==> config.mk <==
export PLATFORM = sky130hd
export DESIGN_NAME = scr_clk_rst_top
export DESIGN_NICKNAME = d
export VERILOG_FILES = /design/src/common/scr_pkg.sv /design/src/rtl/scr_edge_sync.sv /design/src/rtl/scr_rst_pin.sv /design/src/rtl/scr_clk_rst_top.sv
export SDC_FILE = /design/constraint.sdc
export NUM_CORES = 1
export LEC_CHECK = 0
export BUFFER_PORTS_ARGS = -buffer_cell sky130_fd_sc_hd__buf_4
export CAP_MARGIN = 25
export CORE_AREA = 5 5 80 82
export CTS_CLUSTER_DIAMETER = 200
export DETAILED_ROUTE_END_ITERATION = 10
export DIE_AREA = 0 0 85 87
export PLACE_DENSITY_LB_ADDON = 0.3
export SYNTH_ARGS = -nofsm -noshare
export SYNTH_HDL_FRONTEND = slang
export SYNTH_SLANG_ARGS = --single-unit
==> constraint.sdc <==
create_clock -name clk_sys_in -period 3.35 [get_ports clk_sys_in]
set_clock_uncertainty 0.1 [all_clocks]
set_input_delay 1.005 -clock clk_sys_in [delete_from_list [all_inputs] [get_ports clk_sys_in]]
set_output_delay 1.005 -clock clk_sys_in [all_outputs]
set_load 0.03 [all_outputs]
==> src/common/scr_pkg.sv <==
// constants for system clock distribution and reset pin control
`default_nettype none
package scr_pkg;
   // ****************************************
   // clock rates
   // ****************************************
   localparam int unsigned CLK_SYS_HZ = 25_000_000;
   localparam int unsigned BUS_DIV = 2;
   localparam int unsigned SYNC_STAGES = 2;

   // ****************************************
   // synchroniser input positions
   // ****************************************
   localparam int unsigned SI_INT_REF = 0;
   localparam int unsigned SI_EXT_REF = 1;
   localparam int unsigned SI_FLL = 2;
   localparam int unsigned SI_DCO = 3;
   localparam int unsigned SI_FF_SRC = 4;
   localparam int unsigned SI_LPO = 5;
   localparam int unsigned SI_XOSC = 6;
   localparam int unsigned SI_EXT_TIMER_CLK = 7;
   localparam int unsigned SI_RST_PIN = 8;
   localparam int unsigned N_SYNC = 9;

   // ****************************************
   // select codes and reset values
   // ****************************************
   localparam logic [1:0] MAIN_SEL_INT = 2'h0;
   localparam logic [1:0] MAIN_SEL_EXT = 2'h1;
   localparam logic [1:0] MAIN_SEL_FLL = 2'h2;
   localparam logic [1:0] MAIN_SEL_RST = MAIN_SEL_INT;
   localparam logic [1:0] TMR_SEL_BUS = 2'h0;
   localparam logic [1:0] TMR_SEL_FF = 2'h1;
   localparam logic [1:0] TMR_SEL_EXT_TIMER_CLK = 2'h2;
   localparam logic [1:0] TMR_SEL_RST = TMR_SEL_BUS;
   localparam logic [1:0] RTC_SEL_LPO = 2'h0;
   localparam logic [1:0] RTC_SEL_IREF = 2'h1;
   localparam logic [1:0] RTC_SEL_XOSC = 2'h2;
   localparam logic [1:0] RTC_SEL_RST = RTC_SEL_LPO;
   localparam logic WDOG_SEL_RST = 1'b0;
   localparam logic ADC_SEL_RST = 1'b0;

   // ****************************************
   // reset pin and reset status
   // ****************************************
   localparam logic [5:0] RST_DRIVE_BUS_CYC = 6'h22;
   localparam int unsigned RS_POR = 7;
   localparam int unsigned RS_PIN = 6;
   localparam int unsigned RS_WDOG = 5;
   localparam int unsigned RS_SW = 2;
   localparam int unsigned RS_LVD = 1;
   localparam logic [7:0] RS_RESET_VAL = 8'h80;
endpackage : scr_pkg
`default_nettype wire

==> src/rtl/scr_edge_sync.sv <==
// two-stage synchroniser with rising edge pulse
`default_nettype none
module scr_edge_sync (
   input wire logic clk_in,     // system clock
   input wire logic rst_n_in,   // async reset, active low
   input wire logic d_in,       // asynchronous level
   output logic level_out,      // synchronised level
   output logic rise_out        // one-cycle pulse on rising edge
);
   typedef struct packed {
      logic s1;
      logic s2;
      logic s3;
      logic rise;
   } scr_sync_st_t;

   scr_sync_st_t st_r;
   scr_sync_st_t st_nxt;

   always_comb begin
      st_nxt = st_r;
      st_nxt.s1 = d_in;
      st_nxt.s2 = st_r.s1;
      st_nxt.s3 = st_r.s2;
      st_nxt.rise = st_r.s2 & ~st_r.s3;
   end

   always_ff @(posedge clk_in or negedge rst_n_in) begin
      if (!rst_n_in) begin
         st_r <= '0;
      end else begin
         st_r <= st_nxt;
      end
   end

   assign level_out = st_r.s2;
   assign rise_out = st_r.rise;
endmodule : scr_edge_sync
`default_nettype wire

==> src/rtl/scr_rst_pin.sv <==
// multiplexed reset pin, reset stretch and reset cause capture
`default_nettype none
module scr_rst_pin (
   input wire logic clk_in,       // system clock
   input wire logic rst_n_in,     // power-on reset, synced, active low
   input wire logic bus_en_in,    // bus clock enable
   input wire logic pin_lvl_in,   // synced pin level
   input wire logic en_set_in,    // pulse, enable reset function
   input wire logic lvd_rst_in,   // pulse, low voltage reset
   input wire logic wdog_rst_in,  // pulse, watchdog reset
   input wire logic sw_rst_in,    // pulse, other internal reset
   output logic pin_oe_out,       // pin driven low while high
   output logic pullup_en_out,    // internal pullup enable
   output logic pin_en_out,       // reset function enabled
   output logic gpio_out,         // pin as port input bit
   output logic sys_rst_out,      // system reset active high
   output logic [7:0] status_out  // reset cause flags
);
   typedef enum logic [1:0] {ST_IDLE, ST_DRIVE, ST_RECOVER} scr_rp_state_t;

   typedef struct packed {
      scr_rp_state_t state;
      logic en;
      logic [5:0] cnt;
      logic [7:0] status;
      logic gpio;
   } scr_rp_st_t;

   scr_rp_st_t st_r;
   scr_rp_st_t st_nxt;

   always_comb begin
      logic ext_low;
      logic any_int;
      ext_low = st_r.en & ~pin_lvl_in;
      any_int = lvd_rst_in | wdog_rst_in | sw_rst_in;
      st_nxt = st_r;
      st_nxt.gpio = pin_lvl_in;
      if (en_set_in) begin
         st_nxt.en = 1'b1;
      end
      unique case (st_r.state)
         ST_IDLE: begin
            if (any_int || ext_low) begin
               st_nxt.state = ST_DRIVE;
               st_nxt.cnt = '0;
               st_nxt.status = '0;
               if (lvd_rst_in) begin
                  st_nxt.status[scr_pkg::RS_LVD] = 1'b1;
                  st_nxt.en = 1'b0;
               end else if (wdog_rst_in) begin
                  st_nxt.status[scr_pkg::RS_WDOG] = 1'b1;
               end else if (sw_rst_in) begin
                  st_nxt.status[scr_pkg::RS_SW] = 1'b1;
               end else begin
                  st_nxt.status[scr_pkg::RS_PIN] = 1'b1;
               end
            end
         end
         ST_DRIVE: begin
            if (bus_en_in) begin
               st_nxt.cnt = st_r.cnt + 6'h01;
               if (st_r.cnt == scr_pkg::RST_DRIVE_BUS_CYC - 6'h01) begin
                  st_nxt.state = ST_RECOVER;
               end
            end
         end
         ST_RECOVER: begin
            // own drive must be seen released before pin is sampled again
            if (!st_r.en || pin_lvl_in) begin
               st_nxt.state = ST_IDLE;
            end
         end
      endcase
   end

   always_ff @(posedge clk_in or negedge rst_n_in) begin
      if (!rst_n_in) begin
         st_r.state <= ST_IDLE;
         st_r.en <= 1'b0;
         st_r.cnt <= '0;
         st_r.status <= scr_pkg::RS_RESET_VAL;
         st_r.gpio <= 1'b0;
      end else begin
         st_r <= st_nxt;
      end
   end

   assign pin_oe_out = st_r.en && (st_r.state == ST_DRIVE);
   assign pullup_en_out = st_r.en;
   assign pin_en_out = st_r.en;
   assign gpio_out = st_r.gpio;
   assign sys_rst_out = (st_r.state != ST_IDLE);
   assign status_out = st_r.status;
endmodule : scr_rst_pin
`default_nettype wire

==> src/rtl/scr_clk_rst_top.sv <==
// system clock distribution and reset pin control top
// Functional notes
// - config selects are taken only on the bus clock enable
// - fixed-frequency clock synced to bus clock, at most half its rate
// - main generator output is cpu clock; bus clock is it divided by 2
// - main output source: internal ref, external ref or loop output
// - local oscillator clock offered when running from a reference
// - external reference clock selectable as converter clock
// - internal reference clock selectable for real-time counter
// - synced fixed-frequency clock selectable by both timers
// - low-power oscillator clock selectable by rtc or watchdog
// - crystal oscillator output selectable for real-time counter
// - after any reset the internal reference clock drives the chip
// - after power-on the reset pin is a plain input port bit
// - enable bit turns pin into open-drain active-low reset
// - reset function persists until power-on or low-voltage reset
// - enabled pin driven low from outside resets the device
// - every reset other than power-on and low-voltage drives enabled pin low 34 bus cycles
// - the cause that starts each reset sets its flag in the reset status; causes during a reset are ignored
`default_nettype none
module scr_clk_rst_top (
   input wire logic clk_sys_in,          // 25 MHz system clock
   input wire logic resetn_in,           // power-on reset, active low
   input wire logic int_ref_clk_in,      // internal reference clock
   input wire logic ext_ref_clk_in,      // external reference clock
   input wire logic fll_clk_in,          // loop output clock
   input wire logic dco_clk_in,          // local oscillator clock
   input wire logic fixed_freq_src_in,   // fixed-frequency source
   input wire logic low_power_osc_in,    // low-power oscillator clock
   input wire logic crystal_osc_in,      // crystal oscillator output
   input wire logic ext_timer_clk_in,    // external timer clock pin
   input wire logic rst_pin_in,          // reset pin level
   input wire logic cfg_wr_in,           // config request, hold to ack
   input wire logic [1:0] cfg_main_sel_in,  // main source select
   input wire logic [1:0] cfg_tpm_sel_in,   // timer/pwm clock select
   input wire logic [1:0] cfg_modulo_timer_sel_in,  // modulo timer clock select
   input wire logic [1:0] cfg_rtc_sel_in,   // rtc clock select
   input wire logic cfg_wdog_sel_in,     // watchdog clock select
   input wire logic cfg_adc_sel_in,      // converter clock select
   input wire logic cfg_rst_pin_en_in,   // reset pin enable
   input wire logic lvd_rst_in,          // pulse, low voltage reset
   input wire logic wdog_rst_in,         // pulse, watchdog reset
   input wire logic sw_rst_in,           // pulse, other internal reset
   output logic cfg_ack_out,             // config taken
   output logic clkgen_main_en_out,      // cpu clock enable
   output logic periph_bus_clk_en_out,   // bus clock enable
   output logic dco_local_clk_en_out,    // local clock enable
   output logic ext_ref_clk_en_out,      // external reference enable
   output logic int_ref_clk_en_out,      // internal reference enable
   output logic fixed_freq_clk_en_out,   // synced fixed-frequency enable
   output logic tpm_clk_en_out,          // timer/pwm clock enable
   output logic modulo_timer_clk_en_out,         // modulo timer clock enable
   output logic rtc_clk_en_out,          // rtc clock enable
   output logic wdog_clk_en_out,         // watchdog clock enable
   output logic adc_alt_clk_en_out,      // converter clock enable
   output logic ff_overrun_out,          // sticky, fixed clock too fast
   output logic ext_timer_clk_overrun_out,        // sticky, timer clock too fast
   output logic rst_pin_out,             // reset pin output value
   output logic rst_pin_oe_out,          // reset pin output enable
   output logic rst_pin_pullup_out,      // reset pin pullup enable
   output logic rst_pin_en_out,          // reset function enabled
   output logic port_a_bit5_out,         // pin as port input bit
   output logic sys_rst_out,             // system reset active high
   output logic [7:0] reset_status_out   // reset cause flags
);
   // ****************************************
   // state
   // ****************************************
   typedef struct packed {
      logic cpu_en;
      logic div;
      logic bus_en;
      logic ff_pend;
      logic ff_en;
      logic ff_ovr;
      logic tc_pend;
      logic tc_en;
      logic tc_ovr;
      logic [1:0] main_sel;
      logic [1:0] tpm_sel;
      logic [1:0] modulo_timer_sel;
      logic [1:0] rtc_sel;
      logic wdog_sel;
      logic adc_sel;
      logic tpm_en;
      logic modulo_timer_en;
      logic rtc_en;
      logic wdog_en;
      logic adc_en;
      logic dco_en;
      logic eref_en;
      logic iref_en;
   } scr_top_st_t;

   scr_top_st_t st_r;
   scr_top_st_t st_nxt;

   logic rst_n;
   logic [scr_pkg::N_SYNC-1:0] async_in;
   logic [scr_pkg::N_SYNC-1:0] lvl;
   logic [scr_pkg::N_SYNC-1:0] rise;
   logic rp_sys_rst;

   // ****************************************
   // reset release and input synchronisers
   // ****************************************
   scr_edge_sync u_rst_sync (
      .clk_in(clk_sys_in),
      .rst_n_in(resetn_in),
      .d_in(1'b1),
      .level_out(rst_n),
      .rise_out()
   );

   assign async_in[scr_pkg::SI_INT_REF] = int_ref_clk_in;
   assign async_in[scr_pkg::SI_EXT_REF] = ext_ref_clk_in;
   assign async_in[scr_pkg::SI_FLL] = fll_clk_in;
   assign async_in[scr_pkg::SI_DCO] = dco_clk_in;
   assign async_in[scr_pkg::SI_FF_SRC] = fixed_freq_src_in;
   assign async_in[scr_pkg::SI_LPO] = low_power_osc_in;
   assign async_in[scr_pkg::SI_XOSC] = crystal_osc_in;
   assign async_in[scr_pkg::SI_EXT_TIMER_CLK] = ext_timer_clk_in;
   assign async_in[scr_pkg::SI_RST_PIN] = rst_pin_in;

   genvar gi;
   generate
      for (gi = 0; gi < scr_pkg::N_SYNC; gi++) begin : g_sync
         scr_edge_sync u_sync (
            .clk_in(clk_sys_in),
            .rst_n_in(rst_n),
            .d_in(async_in[gi]),
            .level_out(lvl[gi]),
            .rise_out(rise[gi])
         );
      end
   endgenerate

   // ****************************************
   // reset pin control
   // ****************************************
   scr_rst_pin u_rst_pin (
      .clk_in(clk_sys_in),
      .rst_n_in(rst_n),
      .bus_en_in(st_r.bus_en),
      .pin_lvl_in(lvl[scr_pkg::SI_RST_PIN]),
      .en_set_in(cfg_ack_out & cfg_rst_pin_en_in),
      .lvd_rst_in(lvd_rst_in),
      .wdog_rst_in(wdog_rst_in),
      .sw_rst_in(sw_rst_in),
      .pin_oe_out(rst_pin_oe_out),
      .pullup_en_out(rst_pin_pullup_out),
      .pin_en_out(rst_pin_en_out),
      .gpio_out(port_a_bit5_out),
      .sys_rst_out(rp_sys_rst),
      .status_out(reset_status_out)
   );

   // config is taken only on a bus clock edge
   assign cfg_ack_out = cfg_wr_in & st_r.bus_en & ~rp_sys_rst;

   // ****************************************
   // clock enables and selects
   // ****************************************
   always_comb begin
      logic main_rise;
      logic bus_nxt;
      logic ff_any;
      logic tc_any;
      main_rise = 1'b0;
      st_nxt = st_r;
      unique case (st_r.main_sel)
         scr_pkg::MAIN_SEL_INT: main_rise = rise[scr_pkg::SI_INT_REF];
         scr_pkg::MAIN_SEL_EXT: main_rise = rise[scr_pkg::SI_EXT_REF];
         scr_pkg::MAIN_SEL_FLL: main_rise = rise[scr_pkg::SI_FLL];
         default: main_rise = rise[scr_pkg::SI_INT_REF];
      endcase
      st_nxt.cpu_en = main_rise;
      st_nxt.div = main_rise ? ~st_r.div : st_r.div;
      bus_nxt = main_rise & st_r.div;
      st_nxt.bus_en = bus_nxt;

      // edges wait for the next bus edge; a second one meanwhile is lost
      ff_any = st_r.ff_pend | rise[scr_pkg::SI_FF_SRC];
      st_nxt.ff_en = bus_nxt & ff_any;
      st_nxt.ff_pend = ff_any & ~bus_nxt;
      st_nxt.ff_ovr = st_r.ff_ovr
         | (st_r.ff_pend & rise[scr_pkg::SI_FF_SRC]);
      tc_any = st_r.tc_pend | rise[scr_pkg::SI_EXT_TIMER_CLK];
      st_nxt.tc_en = bus_nxt & tc_any;
      st_nxt.tc_pend = tc_any & ~bus_nxt;
      st_nxt.tc_ovr = st_r.tc_ovr
         | (st_r.tc_pend & rise[scr_pkg::SI_EXT_TIMER_CLK]);

      unique case (st_r.tpm_sel)
         scr_pkg::TMR_SEL_FF: st_nxt.tpm_en = st_nxt.ff_en;
         scr_pkg::TMR_SEL_EXT_TIMER_CLK: st_nxt.tpm_en = st_nxt.tc_en;
         default: st_nxt.tpm_en = bus_nxt;
      endcase
      unique case (st_r.modulo_timer_sel)
         scr_pkg::TMR_SEL_FF: st_nxt.modulo_timer_en = st_nxt.ff_en;
         scr_pkg::TMR_SEL_EXT_TIMER_CLK: st_nxt.modulo_timer_en = st_nxt.tc_en;
         default: st_nxt.modulo_timer_en = bus_nxt;
      endcase
      unique case (st_r.rtc_sel)
         scr_pkg::RTC_SEL_IREF:
            st_nxt.rtc_en = rise[scr_pkg::SI_INT_REF];
         scr_pkg::RTC_SEL_XOSC:
            st_nxt.rtc_en = rise[scr_pkg::SI_XOSC];
         default: st_nxt.rtc_en = rise[scr_pkg::SI_LPO];
      endcase
      st_nxt.wdog_en = st_r.wdog_sel ? rise[scr_pkg::SI_LPO]
                                     : bus_nxt;
      st_nxt.adc_en = st_r.adc_sel ? rise[scr_pkg::SI_EXT_REF]
                                   : bus_nxt;
      st_nxt.dco_en = rise[scr_pkg::SI_DCO]
         & (st_r.main_sel != scr_pkg::MAIN_SEL_FLL);
      st_nxt.eref_en = rise[scr_pkg::SI_EXT_REF];
      st_nxt.iref_en = rise[scr_pkg::SI_INT_REF];

      if (rp_sys_rst) begin
         // any reset falls back to the internal reference
         st_nxt.main_sel = scr_pkg::MAIN_SEL_RST;
         st_nxt.tpm_sel = scr_pkg::TMR_SEL_RST;
         st_nxt.modulo_timer_sel = scr_pkg::TMR_SEL_RST;
         st_nxt.rtc_sel = scr_pkg::RTC_SEL_RST;
         st_nxt.wdog_sel = scr_pkg::WDOG_SEL_RST;
         st_nxt.adc_sel = scr_pkg::ADC_SEL_RST;
      end else if (cfg_ack_out) begin
         st_nxt.main_sel = cfg_main_sel_in;
         st_nxt.tpm_sel = cfg_tpm_sel_in;
         st_nxt.modulo_timer_sel = cfg_modulo_timer_sel_in;
         st_nxt.rtc_sel = cfg_rtc_sel_in;
         st_nxt.wdog_sel = cfg_wdog_sel_in;
         st_nxt.adc_sel = cfg_adc_sel_in;
      end
   end

   always_ff @(posedge clk_sys_in or negedge rst_n) begin
      if (!rst_n) begin
         st_r <= '0;
         st_r.main_sel <= scr_pkg::MAIN_SEL_RST;
         st_r.tpm_sel <= scr_pkg::TMR_SEL_RST;
         st_r.modulo_timer_sel <= scr_pkg::TMR_SEL_RST;
         st_r.rtc_sel <= scr_pkg::RTC_SEL_RST;
         st_r.wdog_sel <= scr_pkg::WDOG_SEL_RST;
         st_r.adc_sel <= scr_pkg::ADC_SEL_RST;
      end else begin
         st_r <= st_nxt;
      end
   end

   // ****************************************
   // outputs
   // ****************************************
   assign clkgen_main_en_out = st_r.cpu_en;
   assign periph_bus_clk_en_out = st_r.bus_en;
   assign dco_local_clk_en_out = st_r.dco_en;
   assign ext_ref_clk_en_out = st_r.eref_en;
   assign int_ref_clk_en_out = st_r.iref_en;
   assign fixed_freq_clk_en_out = st_r.ff_en;
   assign tpm_clk_en_out = st_r.tpm_en;
   assign modulo_timer_clk_en_out = st_r.modulo_timer_en;
   assign rtc_clk_en_out = st_r.rtc_en;
   assign wdog_clk_en_out = st_r.wdog_en;
   assign adc_alt_clk_en_out = st_r.adc_en;
   assign ff_overrun_out = st_r.ff_ovr;
   assign ext_timer_clk_overrun_out = st_r.tc_ovr;
   assign rst_pin_out = 1'b0;
   assign sys_rst_out = rp_sys_rst;
endmodule : scr_clk_rst_top
`default_nettype wire

### Word level (Yosys, flattened, before mapping)

Index checks and enable logic that the tools add are counted.

| word-level totals | value |
|---|---|
| register bits after elaboration | 77 |
| bits in latches | 0 |
| RAM bits | 0 |
| memory bits (read-only) | 0 |
| input port bits | 26 |
| output and inout port bits | 28 |
| word-level logic and storage cells | 155 |
| memories | 0 |

| operators by class | value |
|---|---|
| add/sub/neg operators | 1 |
| multipliers | 0 |
| div/mod/pow operators | 0 |
| magnitude comparators | 0 |
| eq/ne operators | 16 |
| shift operators | 0 |
| multiplexer cells | 26 |
| bitwise logic cells | 38 |
| reduce and logical (&&, ||, !) cells | 11 |

Operators with widths:

| cell | count |
|---|---|
| $and A1 B1 Y1 | 20 |
| $mux W10 | 2 |
| $mux W17 | 1 |
| $mux W1 | 12 |
| $not A1 Y1 | 12 |
| $pmux W6 S2 | 1 |
| $eq A2 B1 Y1 const B | 5 |
| $eq A2 B2 Y1 const B | 5 |
| $mux W2 | 4 |
| $pmux W1 S2 | 4 |
| $add A6 B1 Y6 const B | 1 |
| $eq A6 B6 Y1 const B | 1 |
| $mux W6 | 1 |
| $ne A2 B1 Y1 const B | 3 |
| $or A1 B1 Y1 | 6 |
| $pmux W2 S3 | 1 |
| $reduce_bool A2 Y1 | 3 |
| $ne A2 B2 Y1 const B | 2 |
| $reduce_and A4 Y1 | 1 |
| $reduce_and A3 Y1 | 1 |
| $logic_not A2 Y1 | 1 |
| $logic_or A1 B1 Y1 | 2 |
| $reduce_and A2 Y1 | 1 |
| $logic_and A1 B1 Y1 | 1 |
| $logic_not A1 Y1 | 1 |

### Logic depth before layout (Yosys ltp)

Gate-level depths: netlist of run 1.

| depth | value |
|---|---|
| depth in word-level cells | 8 |
| mapped depth | 7 |
| mapped depth without buffers | 7 |

### By module

Synthesis of run 1 repeated with hierarchy kept, for this count alone.

| unflattened totals | value |
|---|---|
| cell total of the unflattened synthesis | 259 |
| area, all modules | 3208.1 um^2 |

Modules (own cells, without submodules):

| module | instances | cells an instance | area an instance (um^2) | seq. area each (um^2) |
|---|---|---|---|---|
| scr_clk_rst_top | 1 | 110 | 1147.4 | 650.6 |
| scr_edge_sync | 10 | 5 | 113.9 | 100.1 |
| scr_rst_pin | 1 | 99 | 922.1 | 376.6 |

### Least setup slack after synthesis of run 1

OpenSTA, ideal clock, no wires.

| timing path | value |
|---|---|
| kind | in2out |
| start | input cfg_wr_in |
| end | output cfg_ack_out |
| arrival time | 1486 ps |
| path slack | 759 ps |
| stages on the path | 2 |
| buffers on the path | 0 |
| cells stage by stage | nand2_1 > nor2_1 |

| between the ends | value |
|---|---|
| word-level cells in the longest chain between the ends | 2 |

RTL lines:

| item | RTL line | RTL |
|---|---|---|
| start, declared | scr_clk_rst_top.sv:33 | `input wire logic cfg_wr_in,` |
| $and A1 B1 Y1 (2 in series) | scr_clk_rst_top.sv:159 | `assign cfg_ack_out = cfg_wr_in & st_r.bus_en & ~rp_sys_rst;` |
| end, declared | scr_clk_rst_top.sv:44 | `output logic cfg_ack_out,` |

No other way between the ends.

### Worst setup path in the final report of run 1

| timing path | value |
|---|---|
| start | register u_rst_pin.st_r[16] in the netlist's numbering |
| end | output cfg_ack_out |

| between the ends | value |
|---|---|
| word-level cells in the longest chain between the ends | 3 |

RTL lines:

| item | RTL line | RTL |
|---|---|---|
| start, declared | scr_rst_pin.sv:29 | `scr_rp_st_t st_r;` |
| start signal, assigned | scr_rst_pin.sv:85 | `st_r <= st_nxt;` |
| $reduce_bool A2 Y1 | scr_rst_pin.sv:93 | `assign sys_rst_out = (st_r.state != ST_IDLE);` |
| $not A1 Y1 | scr_clk_rst_top.sv:159 |  |
| $and A1 B1 Y1 | scr_clk_rst_top.sv:159 |  |

No other way between the ends.

==> results.md, run 1 <==
* Status: finished, final reports clean
* Most common cell after layout, fill and taps aside: dfrtp_1
* Total Wirelength at slightly above 5000 um
* Warnings from Yosys at 0
* Ys flop type: dfrtp_1
* Reg2reg path depth at 7
* Reg2reg start: u_rst_pin.st_r[16]
* Antenna-violating nets left at 0
* Worst Setup SP: u_rst_pin.st_r[16]
* DRC marker count from the first detailed-route iteration at 128
* HPWL after detailed placement at 3588 um
* R2R Setup Slk at roughly 1.2 ns
* Clk_lat worst skew at 0.33 ns
* Mapped Cells at ~260
* Via count at approximately 1900
* Largest cells by area after synthesis: dfrtp_1 63%, ha_1 5.4%, nand2_1 4.0%
* Yosys top cell by area: dfrtp_1
* Netlist cell types at 43
* CP cell instances: inv_1 > ha_1 > buf_4 > inv_1 > nor2_1 > buf_4
* Commonest cells after routing, fill and taps aside: 75 x dfrtp_1, 51 x buf_4, 32 x nand2_1
* EDFF count, synth at 0
* CP endpoint: cfg_ack_out
* Pwr per Cell Area at between 600 and 700 nW/um2
* CP delay by family, top: buffers and inverters
* Critical Path Start Type: flop
* Slowest cell delay on critical path at 0.40 ns
* Pins Over Slew Limit at 0
* WP data arrival at 1.70 ns
* Area Growth Syn to Fin at 20.03%
* TritonCTS clock tree: done
* Final Instance Area at around 3600 um2
* Critical Path Stages at 6
* Vias per inst at approximately 5
* FFs w/ async S/R, synth at between 90% and 100%
* Max VDD drop at 458.7 uV
* CTS Buffer Depth at 2
* Wire per inst at 13.31 um
* Hold-fix buffer count after cts at 0
* Logic gate share of total power at between 20% and 30%
* Fin util at 63.40%
* Initial core utilization at between 50% and 60%
* Nets at between 300 and 400
* Gpl congestion at slightly above 0.8
* H-tree Lvls at 3
* Required @ worst endpoint at around 2.2 ns
* Vias in the first global route at 1873
* Worst-Margin Slew at about 0.92 ns
* Min Tclk post-route at 2.809 ns
* Register share of total power at between 40 and 50%
* Slowest cell on the critical path: dfrtp_1
* Die Height at slightly below 90 um
* Area share of the largest cell type after synthesis at 63.44%
* Switch share at a little under a third
* Crit Path Category: flop to primary output
* Setup TNS at 0 ns
* Count of final setup violators at 0
* Worst Path Buf+Inv at 4
* Sw Pwr at 0.7562 mW
* Max Freq at 356.0 MHz
* Ant. Diodes at 0
* Row cnt at 28
* Max-cap violation count at 0
* Core Footprint at 5675 um2
* Final period util at 83.85%
* Clock share of power at roughly 30%
* CP Max Fanout at 13
* CTS buffer count at 9
* Hold Fails Final Rpt at 0
* Initial antenna violation count at 0
* Yosys reg bits at 77
* CTS sink cnt at 77
* Die X at around 85 um
* Drt first pass iters at 5
* Worst-path clk slew at approximately 0.080 ns
* Tot GR Track Use at roughly 15%
* Pwr Total at 2.406 mW
* Mean Syn Cell Area at around 12 um2
* Postcts setup bufs at 0
* R2R Path End: u_rst_pin.st_r[14]
* DR DRC count at 0
* RSZ-0062 raised after global routing: false
* Leak at roughly 1.7 nW
* Synthesized cell area at 2998 um2
* I/O pin total at 54
* Global-route wire length before repair at 8673 um
* PortBufs at between 40 and 50
* Full die area at between 7000 and 8000 um2
* Headroom to the max-slew limit at 38.57%
* Post-cts resize count at 0
* Register area share after synthesis at between 60% and 70%
* Clock root cell: clkbuf_8
* Total gr overflow at 0
* Cell area after placement at roughly 3400 um2
* Largest net degree at the start of global routing at 76
* P_int at ~1.6 mW
* Layout cells sized above 1 at around a quarter
* Worst min-delay path class: flop to flop
* Crit. End Element: primary output
registers in the layout (all words and copies together), names as in the netlist, 5 cells and up:
| signal | cells |
|---|---|
| st_r | 13 |
| g_sync.u_sync.rise_out | 8 |
| u_rst_pin.st_r | 8 |
| g_sync.u_sync.st_nxt | 9 |
| g_sync.u_sync.level_out | 9 |
| g_sync.u_sync.st_r | 8 |
| u_rst_pin.status_out | 5 |
power by group through the flow:
| stage | Sequential, mW | Clock, mW | Combinational (mW) |
|---|---|---|---|
| 2_1_floorplan | 1.16 | 0 | 0.361 |
| 3_3_place_gp | 1.15 | 0 | 0.526 |
| 3_5_place_dp | 1.15 | 0 | 0.541 |
| 4_1_cts | 1.13 | 0.751 | 0.547 |
| 5_1_grt | 1.15 | 0.796 | 0.598 |
| 6_report | 1.13 | 0.730 | 0.545 |
worst min-delay path by stage:
stage                                     from                    endpoint  slack (ns)  cells after the start
global placement    g_sync[7].u_sync.st_nxt[2]  g_sync[7].u_sync.level_out        0.23                      0
detailed placement  g_sync[4].u_sync.st_nxt[2]  g_sync[4].u_sync.level_out        0.23                      0
global route        g_sync[5].u_sync.st_nxt[2]  g_sync[5].u_sync.level_out        0.26                      0
finish              g_sync[3].u_sync.st_nxt[2]  g_sync[3].u_sync.level_out        0.25                      0
CTS                 g_sync[6].u_sync.st_nxt[2]  g_sync[6].u_sync.level_out        0.25                      0
floorplan           g_sync[0].u_sync.st_nxt[2]  g_sync[0].u_sync.level_out        0.23                      0
per-layer routing:
layer / track usage (%) / routed length (um) / up-vias
li1: - / - / 928
met2: 23.09 / 2427 / 50
met4: 8.489 / 111 / 0
met5: 0 / 0 / -
met1: 19.37 / 2256 / 901
met3: 3.974 / 304 / 11
per-stage QoR:
| step | cells | hold WS, ns | setup WS, ns |
|---|---|---|---|
| 2_1_floorplan | 258 | 0.2312 | 0.7586 |
| 3_3_place_gp | 367 | 0.2322 | 0.5625 |
| 3_5_place_dp | 367 | 0.2347 | 0.5563 |
| 4_1_cts | 383 | 0.2516 | 0.5290 |
| 5_1_grt | 383 | 0.2555 | 0.4468 |
| 6_report | 383 | 0.2499 | 0.5409 |
layout make-up:
class                           instances  area (um2)
Fill cell                             464        2077
Sequential cell                        77        1932
Clock inverter                          4       53.80
Timing Repair Buffer                   51       382.9
Tap cell                               75       93.84
Inverter                               17       63.81
Multi-Input combinational cell        147       907.1
Clock buffer                           12       165.2
synthesized netlist by cell type (4+ instances only):
library cell / n
nand2_1: 32
nor2b_1: 10
dfrtp_1: 76
nor2_1: 10
buf_4: 10
and2_1: 6
a21o_1: 4
nand3_1: 5
ha_1: 13
inv_1: 17
o21ai_0: 6
a21oi_1: 23
cells by family after synthesis:
kind of cell	after synthesis	share of synthesized area, %
multiplexers	3	1.043
XOR/XNOR	1	0.2922
adder cells (fa/ha/maj)	13	5.426
AND/OR/NAND/NOR	80	13.73
buffers and inverters	34	5.801
other	2	0.2505
AO/OA/AOI/OAI	45	9.141
flip-flops	77	64.32
(Power assumes the default switching activity.)
==> inputs of run 2 (changes only) <==
--- a/config.mk
+++ b/config.mk
@@ -5,12 +5,13 @@
 export SDC_FILE = /design/constraint.sdc
 export NUM_CORES = 1
 export LEC_CHECK = 0
+export ABC_AREA = 1
 export BUFFER_PORTS_ARGS = -buffer_cell sky130_fd_sc_hd__buf_4
 export CAP_MARGIN = 25
-export CORE_AREA = 5 5 80 82
+export CORE_AREA = 5 5 84 86
 export CTS_CLUSTER_DIAMETER = 200
 export DETAILED_ROUTE_END_ITERATION = 10
-export DIE_AREA = 0 0 85 87
+export DIE_AREA = 0 0 89 91
 export PLACE_DENSITY_LB_ADDON = 0.3
 export SYNTH_ARGS = -nofsm -noshare
 export SYNTH_HDL_FRONTEND = slang
==> constraint.sdc (replaced) <==
create_clock -name clk_sys_in -period 2.3 [get_ports clk_sys_in]
set_clock_uncertainty 0.1 [all_clocks]
set_input_delay 0.69 -clock clk_sys_in [delete_from_list [all_inputs] [get_ports clk_sys_in]]
set_output_delay 0.69 -clock clk_sys_in [all_outputs]
set_load 0.03 [all_outputs]
==> run 2 against run 1 <==
Net effect:
- combinational power grew 110%
- sequential cell count is the same
- via count grew 1.2%
- setup slack lost 0.44 ns
- largest cell class unchanged
- die area grew 9.5%
- power grew 54%
- register-to-register slack lost 0.57 ns
- wire length grew 0.24%
- non-clock buffer count grew 2
- sequential share of layout area grew 0.15 points
- sequential power grew 49%
- synthesized cell count grew 10%
- highest routed layer unchanged
- critical endpoint unchanged
==> results.md, run 2 <==
* Status: finished, final reports clean
* Routed length on met3 at 306 um
* Die Height at between 90 and 100 um
* Yosys reg bits at 77
* Met1 wire length at 2282 um
* DR DRC count at 0
* Pins Over Slew Limit at 0
* Post-layout instance count excluding filler cells at between 400 and 500
* H-tree Lvls at 3
* Mapped Cells at between 200 and 300
* CP Max Fanout at 3
* Pwr per Cell Area at between 1000 and 1500 nW/um2
* Critical Path Start Type: flop
* Leak at between 1.5 and 2 nW
* Count leader, synth: dfrtp_1
* Wire per inst at 12.23 um
* Row cnt at 29
* Warnings from Yosys at 0
* Area Growth Syn to Fin at 20.81%
* Largest register FFs at 13
* Via count at about 1900
* Mean Syn Cell Area at 10.57 um2
* Total gr overflow at 0
* Drt first pass iters at 4
* HPWL after detailed placement at ~3700 um
* Sw Pwr at approximately 1.3 mW
* Register area share after synthesis at about two thirds
* Clk_lat worst skew at between 0.3 and 0.4 ns
* Worst-path clk slew at 0.08 ns
* Core Footprint at slightly above 6000 um2
* Crit Path Category: flop to primary output
* Largest net degree at the start of global routing at 41
* FFs w/ async S/R, synth at between 90% and 100%
* Cell area after placement at around 3400 um2
* WHS at 0.1980 ns
* Die X at 89 um
* CTS buffer count at 9
* Largest cells by area after synthesis: dfrtp_1 64%, nand2_1 8.0%, ha_1 5.5%
* Full die area at between 8000 and 9000 um2
* Ant. Diodes at 0
* Ys flop type: dfrtp_1
* Yosys top cell by area: dfrtp_1
* Vias per inst at ~4.6
* Most common cell after layout, fill and taps aside: dfrtp_1
* Top post-synthesis cells by count: 76 x dfrtp_1, 63 x nand2_1, 40 x inv_1
* Fillers at 526
* Count of final setup violators at 0
* Min Tclk post-route at ~2.2 ns
* Netlist cell types at 26
* Clock root cell: clkbuf_8
* Max Freq at about 450 MHz
* Crit. End Element: primary output
* Met2 WL post-DR at 2443 um
* WP data arrival at ~1.4 ns
* Initial antenna violation count at 0
* TritonCTS clock tree: done
* Max-cap violation count at 0
* P_int at approximately 2.4 mW
* Switch share at approximately 36%
* EDFF count, synth at 0
* Final Instance Area at around 3600 um2
* Area share of the largest cell type after synthesis at between 60 and 70%
* Hold Fails Final Rpt at 0
* Total Wirelength at a little over 5000 um
* Register bank with the most flops: st_r
* Required @ worst endpoint at between 1.5 and 2 ns
* Register share of total power at between 40% and 50%
* Logic gate share of total power at a little under a third
* PortBufs at 49
* Layout cells sized above 1 at 23.75%
* Highest routed layer: met4
* Max VDD drop at between 600 and 700 uV
* Worst min-delay path class: flop to asynchronous set/reset pin
* Gpl congestion at about 0.76
* Cell total after placement at about 400
* Synthesized cell area at ~3000 um2
* CTS Buffer Depth at 2
* Fin util at 57.83%
* Commonest cells after routing, fill and taps aside: 75 x dfrtp_1, 63 x nand2_1, 51 x buf_4
* Global-route wire length before repair at just under 9000 um
* Clock share of power at about 24%
* Vias in the first global route at about 1900
* Final period util at 95.64%
* I/O pin total at 54
* Antenna-violating nets left at 0
* Initial core utilization at between 40 and 50%
* Nets at 375
* CTS sink cnt at 77
* Tot GR Track Use at between 10 and 15%
* DRC marker count from the first detailed-route iteration at 70
==> run 2: changes by cell type after synthesis, moves of 3 or more <==
cell,delta
clkbuf_1,-3
nor2_2,+3
nor2b_1,-10
inv_1,+23
o21ai_0,+8
nand2_1,+31
nor2_1,+14
inv_2,+3
and2_1,-6
or3_1,-3
o21ai_1,+5
a21oi_1,-18
==> run 2: path summary, 6_finish.rpt <==
check	from	to	slack [ns]	cells past startpoint
min in group clk_sys_in	g_sync[4].u_sync.st_nxt[2]	g_sync[4].u_sync.level_out	0.25	0
worst min register to register	u_rst_sync.level_out	u_rst_pin.gpio_out	0.20	0
worst max-delay path	u_rst_pin.st_r[16]	cfg_ack_out	0.10	5
max in group asynchronous	u_rst_sync.level_out	g_sync[3].u_sync.st_nxt[2]	1.34	1
worst min-delay path	u_rst_sync.level_out	u_rst_pin.gpio_out	0.20	0
worst max register to register	u_rst_pin.st_r[17]	u_rst_pin.st_r[14]	0.60	8
==> run 2: area by class of cell <==
cell class,instances,area (um2),share of cell area (%)
repair buffers,53,412.9,11.51
clock inverters,5,35.03,0.9763
multi-input cells,152,809.5,22.56
well taps,77,96.34,2.685
clock buffers,11,141.4,3.940
inverters,43,161.4,4.498
flip-flops and latches,77,1932,53.84
==> run 2: metal layers <==
| metal | track usage, % | up-vias |
|---|---|---|
| li1 | - | 952 |
| met3 | 5.973 | 8 |
| met1 | 18.30 | 901 |
| met4 | 6.948 | 0 |
| met5 | 0 | - |
| met2 | 21.04 | 51 |
==> run 2: through the flow <==
step	setup TNS (ns)	power, mW	setup slack, ns
6_report	0	3.704	0.1003
5_1_grt	-0.01125	3.975	-0.01125
4_1_cts	0	3.742	0.05234
3_5_place_dp	0	2.824	0.1912
3_3_place_gp	0	2.784	0.2367
2_1_floorplan	0	2.495	0.3004
==> run 2: timing repair <==
action,in CTS,in global routing
hold endpoints to repair,2,0
endpoints found under the setup margin,1,1
resized for setup,1,1
buffers inserted,0,0
hold buffers,1,0
==> run 2: cells by family after synthesis <==
logic type               after synthesis  synth area share (%)
AO/OA/AOI/OAI                         27                 4.802
adder cells (fa/ha/maj)               13                 5.476
buffers and inverters                 55                 8.467
flip-flops                            77                 64.91
multiplexers                           1                0.3370
other                                  2                0.2528
AND/OR/NAND/NOR                      106                 15.75
==> run 2: worst max-delay path: stages, from the launching register on <==
cell,delay (ns)
dfrtp_1,0.39
inv_1,0.09
ha_1,0.18
inv_2,0.07
nor2_4,0.15
buf_4,0.18
==> run 2: power by group through the flow <==
stage,Combinational (mW),Clock [mW],Sequential [mW]
after floorplan,0.689,0,1.81
after global placement,1.08,0,1.70
after detailed placement,1.11,0,1.71
after CTS,1.12,0.932,1.69
after global routing,1.26,1.00,1.71
final,1.12,0.904,1.68
==> inputs of run 3 (changes only) <==
--- a/config.mk
+++ b/config.mk
@@ -8,10 +8,10 @@
 export ABC_AREA = 1
 export BUFFER_PORTS_ARGS = -buffer_cell sky130_fd_sc_hd__buf_4
 export CAP_MARGIN = 25
-export CORE_AREA = 5 5 84 86
+export CORE_AREA = 5 5 88 90
 export CTS_CLUSTER_DIAMETER = 200
 export DETAILED_ROUTE_END_ITERATION = 10
-export DIE_AREA = 0 0 89 91
+export DIE_AREA = 0 0 93 95
 export PLACE_DENSITY_LB_ADDON = 0.3
 export SYNTH_ARGS = -nofsm -noshare
 export SYNTH_HDL_FRONTEND = slang
==> run 3 against run 2 <==
Net effect:
- final cell count rose by 0.96%
- hold slack got worse by 0.017 ns
- sequential cell count did not move
- maximum frequency rose by 0.65%
- setup slack improved by 0.014 ns
- sequential power barely moved
- final area barely moved
- wire length fell by 2.7%
- count of clock-buffer cells in the layout did not move
- global-route usage fell by 1.5 points
- clock power fell by 0.4%
- critical path type unchanged
- die area rose by 9.1%
==> results.md, run 3 (same netlist as run 2, synthesis figures left out) <==
* Commonest cells after routing, fill and taps aside: 75 x dfrtp_1, 63 x nand2_1, 53 x buf_4
* P_int at roughly 2.4 mW
* Worst min-delay path class: flop to asynchronous set/reset pin
* DRC marker count from the first detailed-route iteration at 54
* Setup TNS at 0 ns
* Via count at 1889
* Initial core utilization at 42.54%
* Clock share of power at 24.5%
* I/O pin total at 54
* Crit. End Element: primary output
* Required @ worst endpoint at 1.51 ns
* R2R Setup Slk at 0.63 ns
* DR DRC count at 0
* Worst-path clk slew at roughly 0.07 ns
* HPWL after detailed placement at 3664 um
* Hold Fails Final Rpt at 0
* Largest net degree at the start of global routing at 37
* Max VDD drop at ~410 uV
* Crit Path Category: flop to primary output
* Final period util at between 90 and 100%
* Largest register FFs at 13
* Fillers at ~640
* Gpl congestion at slightly above 0.7
* Global-route wire length before repair at around 8500 um
* CTS sink cnt at between 70 and 80
* Sw Pwr at about 1.3 mW
* Vias in the first global route at 1868
* Total Wirelength at approximately 5000 um
* Register bank with the most flops: st_r
* Nets at around 380
* Count of final setup violators at 0
* Row cnt at 31
* Layout cells sized above 1 at 23.82%
* Full die area at 8835 um2
* WHS at 0.1815 ns
* PortBufs at 49
* CP Max Fanout at 3
* Critical Path Start Type: flop
* CTS buffer count at 9
* Switch share at around 35%
* Min Tclk post-route at ~2.2 ns
* Max-cap violation count at 0
* WP data arrival at 1.40 ns
* Ant. Diodes at 0
* Status: finished, final reports clean
* Vias per inst at about 4.5
* Die X at slightly above 90 um
* Tot GR Track Use at roughly 13%
* Die Height at about 95 um
* CTS Buffer Depth at 2
* Initial antenna violation count at 0
* RSZ-0062 raised after global routing: false
* Pwr per Cell Area at 1026 nW/um2
* H-tree Lvls at 3
* Register share of total power at between 40% and 50%
* Antenna-violating nets left at 0
* Pins Over Slew Limit at 0
* Wire per inst at approximately 12 um
* Max Freq at ~460 MHz
* Logic gate share of total power at roughly 30%
* Most common cell after layout, fill and taps aside: dfrtp_1
* Postcts setup bufs at 0
* Clock root cell: clkbuf_8
* Drt first pass iters at 4
* Area Growth Syn to Fin at 20.77%
* TritonCTS clock tree: done
* Clk_lat worst skew at about 0.34 ns
* Total gr overflow at 0
* Leak at around 1.9 nW
* Core Footprint at about 7000 um2
[run 3: worst max-delay path: stages, from the launching register on]
cell     delay [ns]
dfrtp_1        0.41
inv_1          0.09
ha_1           0.18
inv_2          0.07
nor2_4         0.14
buf_4          0.18
[run 3: worst paths after layout]
kind,startpoint,endpoint,cells after the start
max,u_rst_pin.st_r[16],cfg_ack_out,5
min,u_rst_sync.level_out,u_rst_pin.status_out[1],0
max reg2reg,u_rst_pin.st_r[16],u_rst_pin.st_r[11],7
min reg2reg,u_rst_sync.level_out,u_rst_pin.status_out[1],0
max in group asynchronous,u_rst_sync.level_out,st_r[15],1
min in group clk_sys_in,g_sync[0].u_sync.st_nxt[2],g_sync[0].u_sync.level_out,0
[run 3: layout make-up]
type,count,area (um2),area share [%]
clock inverters,3,22.52,0.6278
multi-input cells,152,809.5,22.57
clock buffers,11,151.4,4.220
well taps,82,102.6,2.860
flip-flops and latches,77,1932,53.85
repair buffers,54,407.9,11.37
inverters,43,161.4,4.499
[run 3: power groups by stage]
stage / Sequential [mW] / Combinational, mW / Clock, mW
2_1_floorplan: 1.81 / 0.689 / 0
3_3_place_gp: 1.70 / 1.08 / 0
3_5_place_dp: 1.71 / 1.10 / 0
4_1_cts: 1.68 / 1.11 / 0.942
5_1_grt: 1.71 / 1.23 / 1.00
6_report: 1.68 / 1.10 / 0.900
[run 3: per-layer routing]
layer | part of all wire [%] | routed length, um | GRT usage, % | vias up
li1 | - | - | - | 959
met1 | 46 | 2289 | 16.56 | 891
met2 | 47 | 2351 | 18.90 | 33
met3 | 4.7 | 235 | 4.622 | 6
met4 | 1.9 | 94 | 6.960 | 0
met5 | 0 | 0 | 0 | -
[run 3: repair_timing]
action                                  4_1_cts  5_1_grt
endpoints found under the setup margin        1        1
hold buffers                                  1        0
hold endpoints to repair                      2        0
resized for setup                             1        1
[run 3: metrics by stage]
stage / cell area (um2) / utilization, % / instances / total power, mW / setup slack [ns]
final: 3587 / 51.38 / 422 / 3.680 / 0.1145
after detailed placement: 3396 / 48.64 / 407 / 2.814 / 0.2176
after CTS: 3582 / 51.31 / 422 / 3.741 / 0.06150
after floorplan: 2983 / - / 284 / 2.495 / 0.3004
after global routing: 3587 / 51.38 / 422 / 3.947 / 0.002646
after global placement: 3396 / 48.64 / 407 / 2.785 / 0.2274
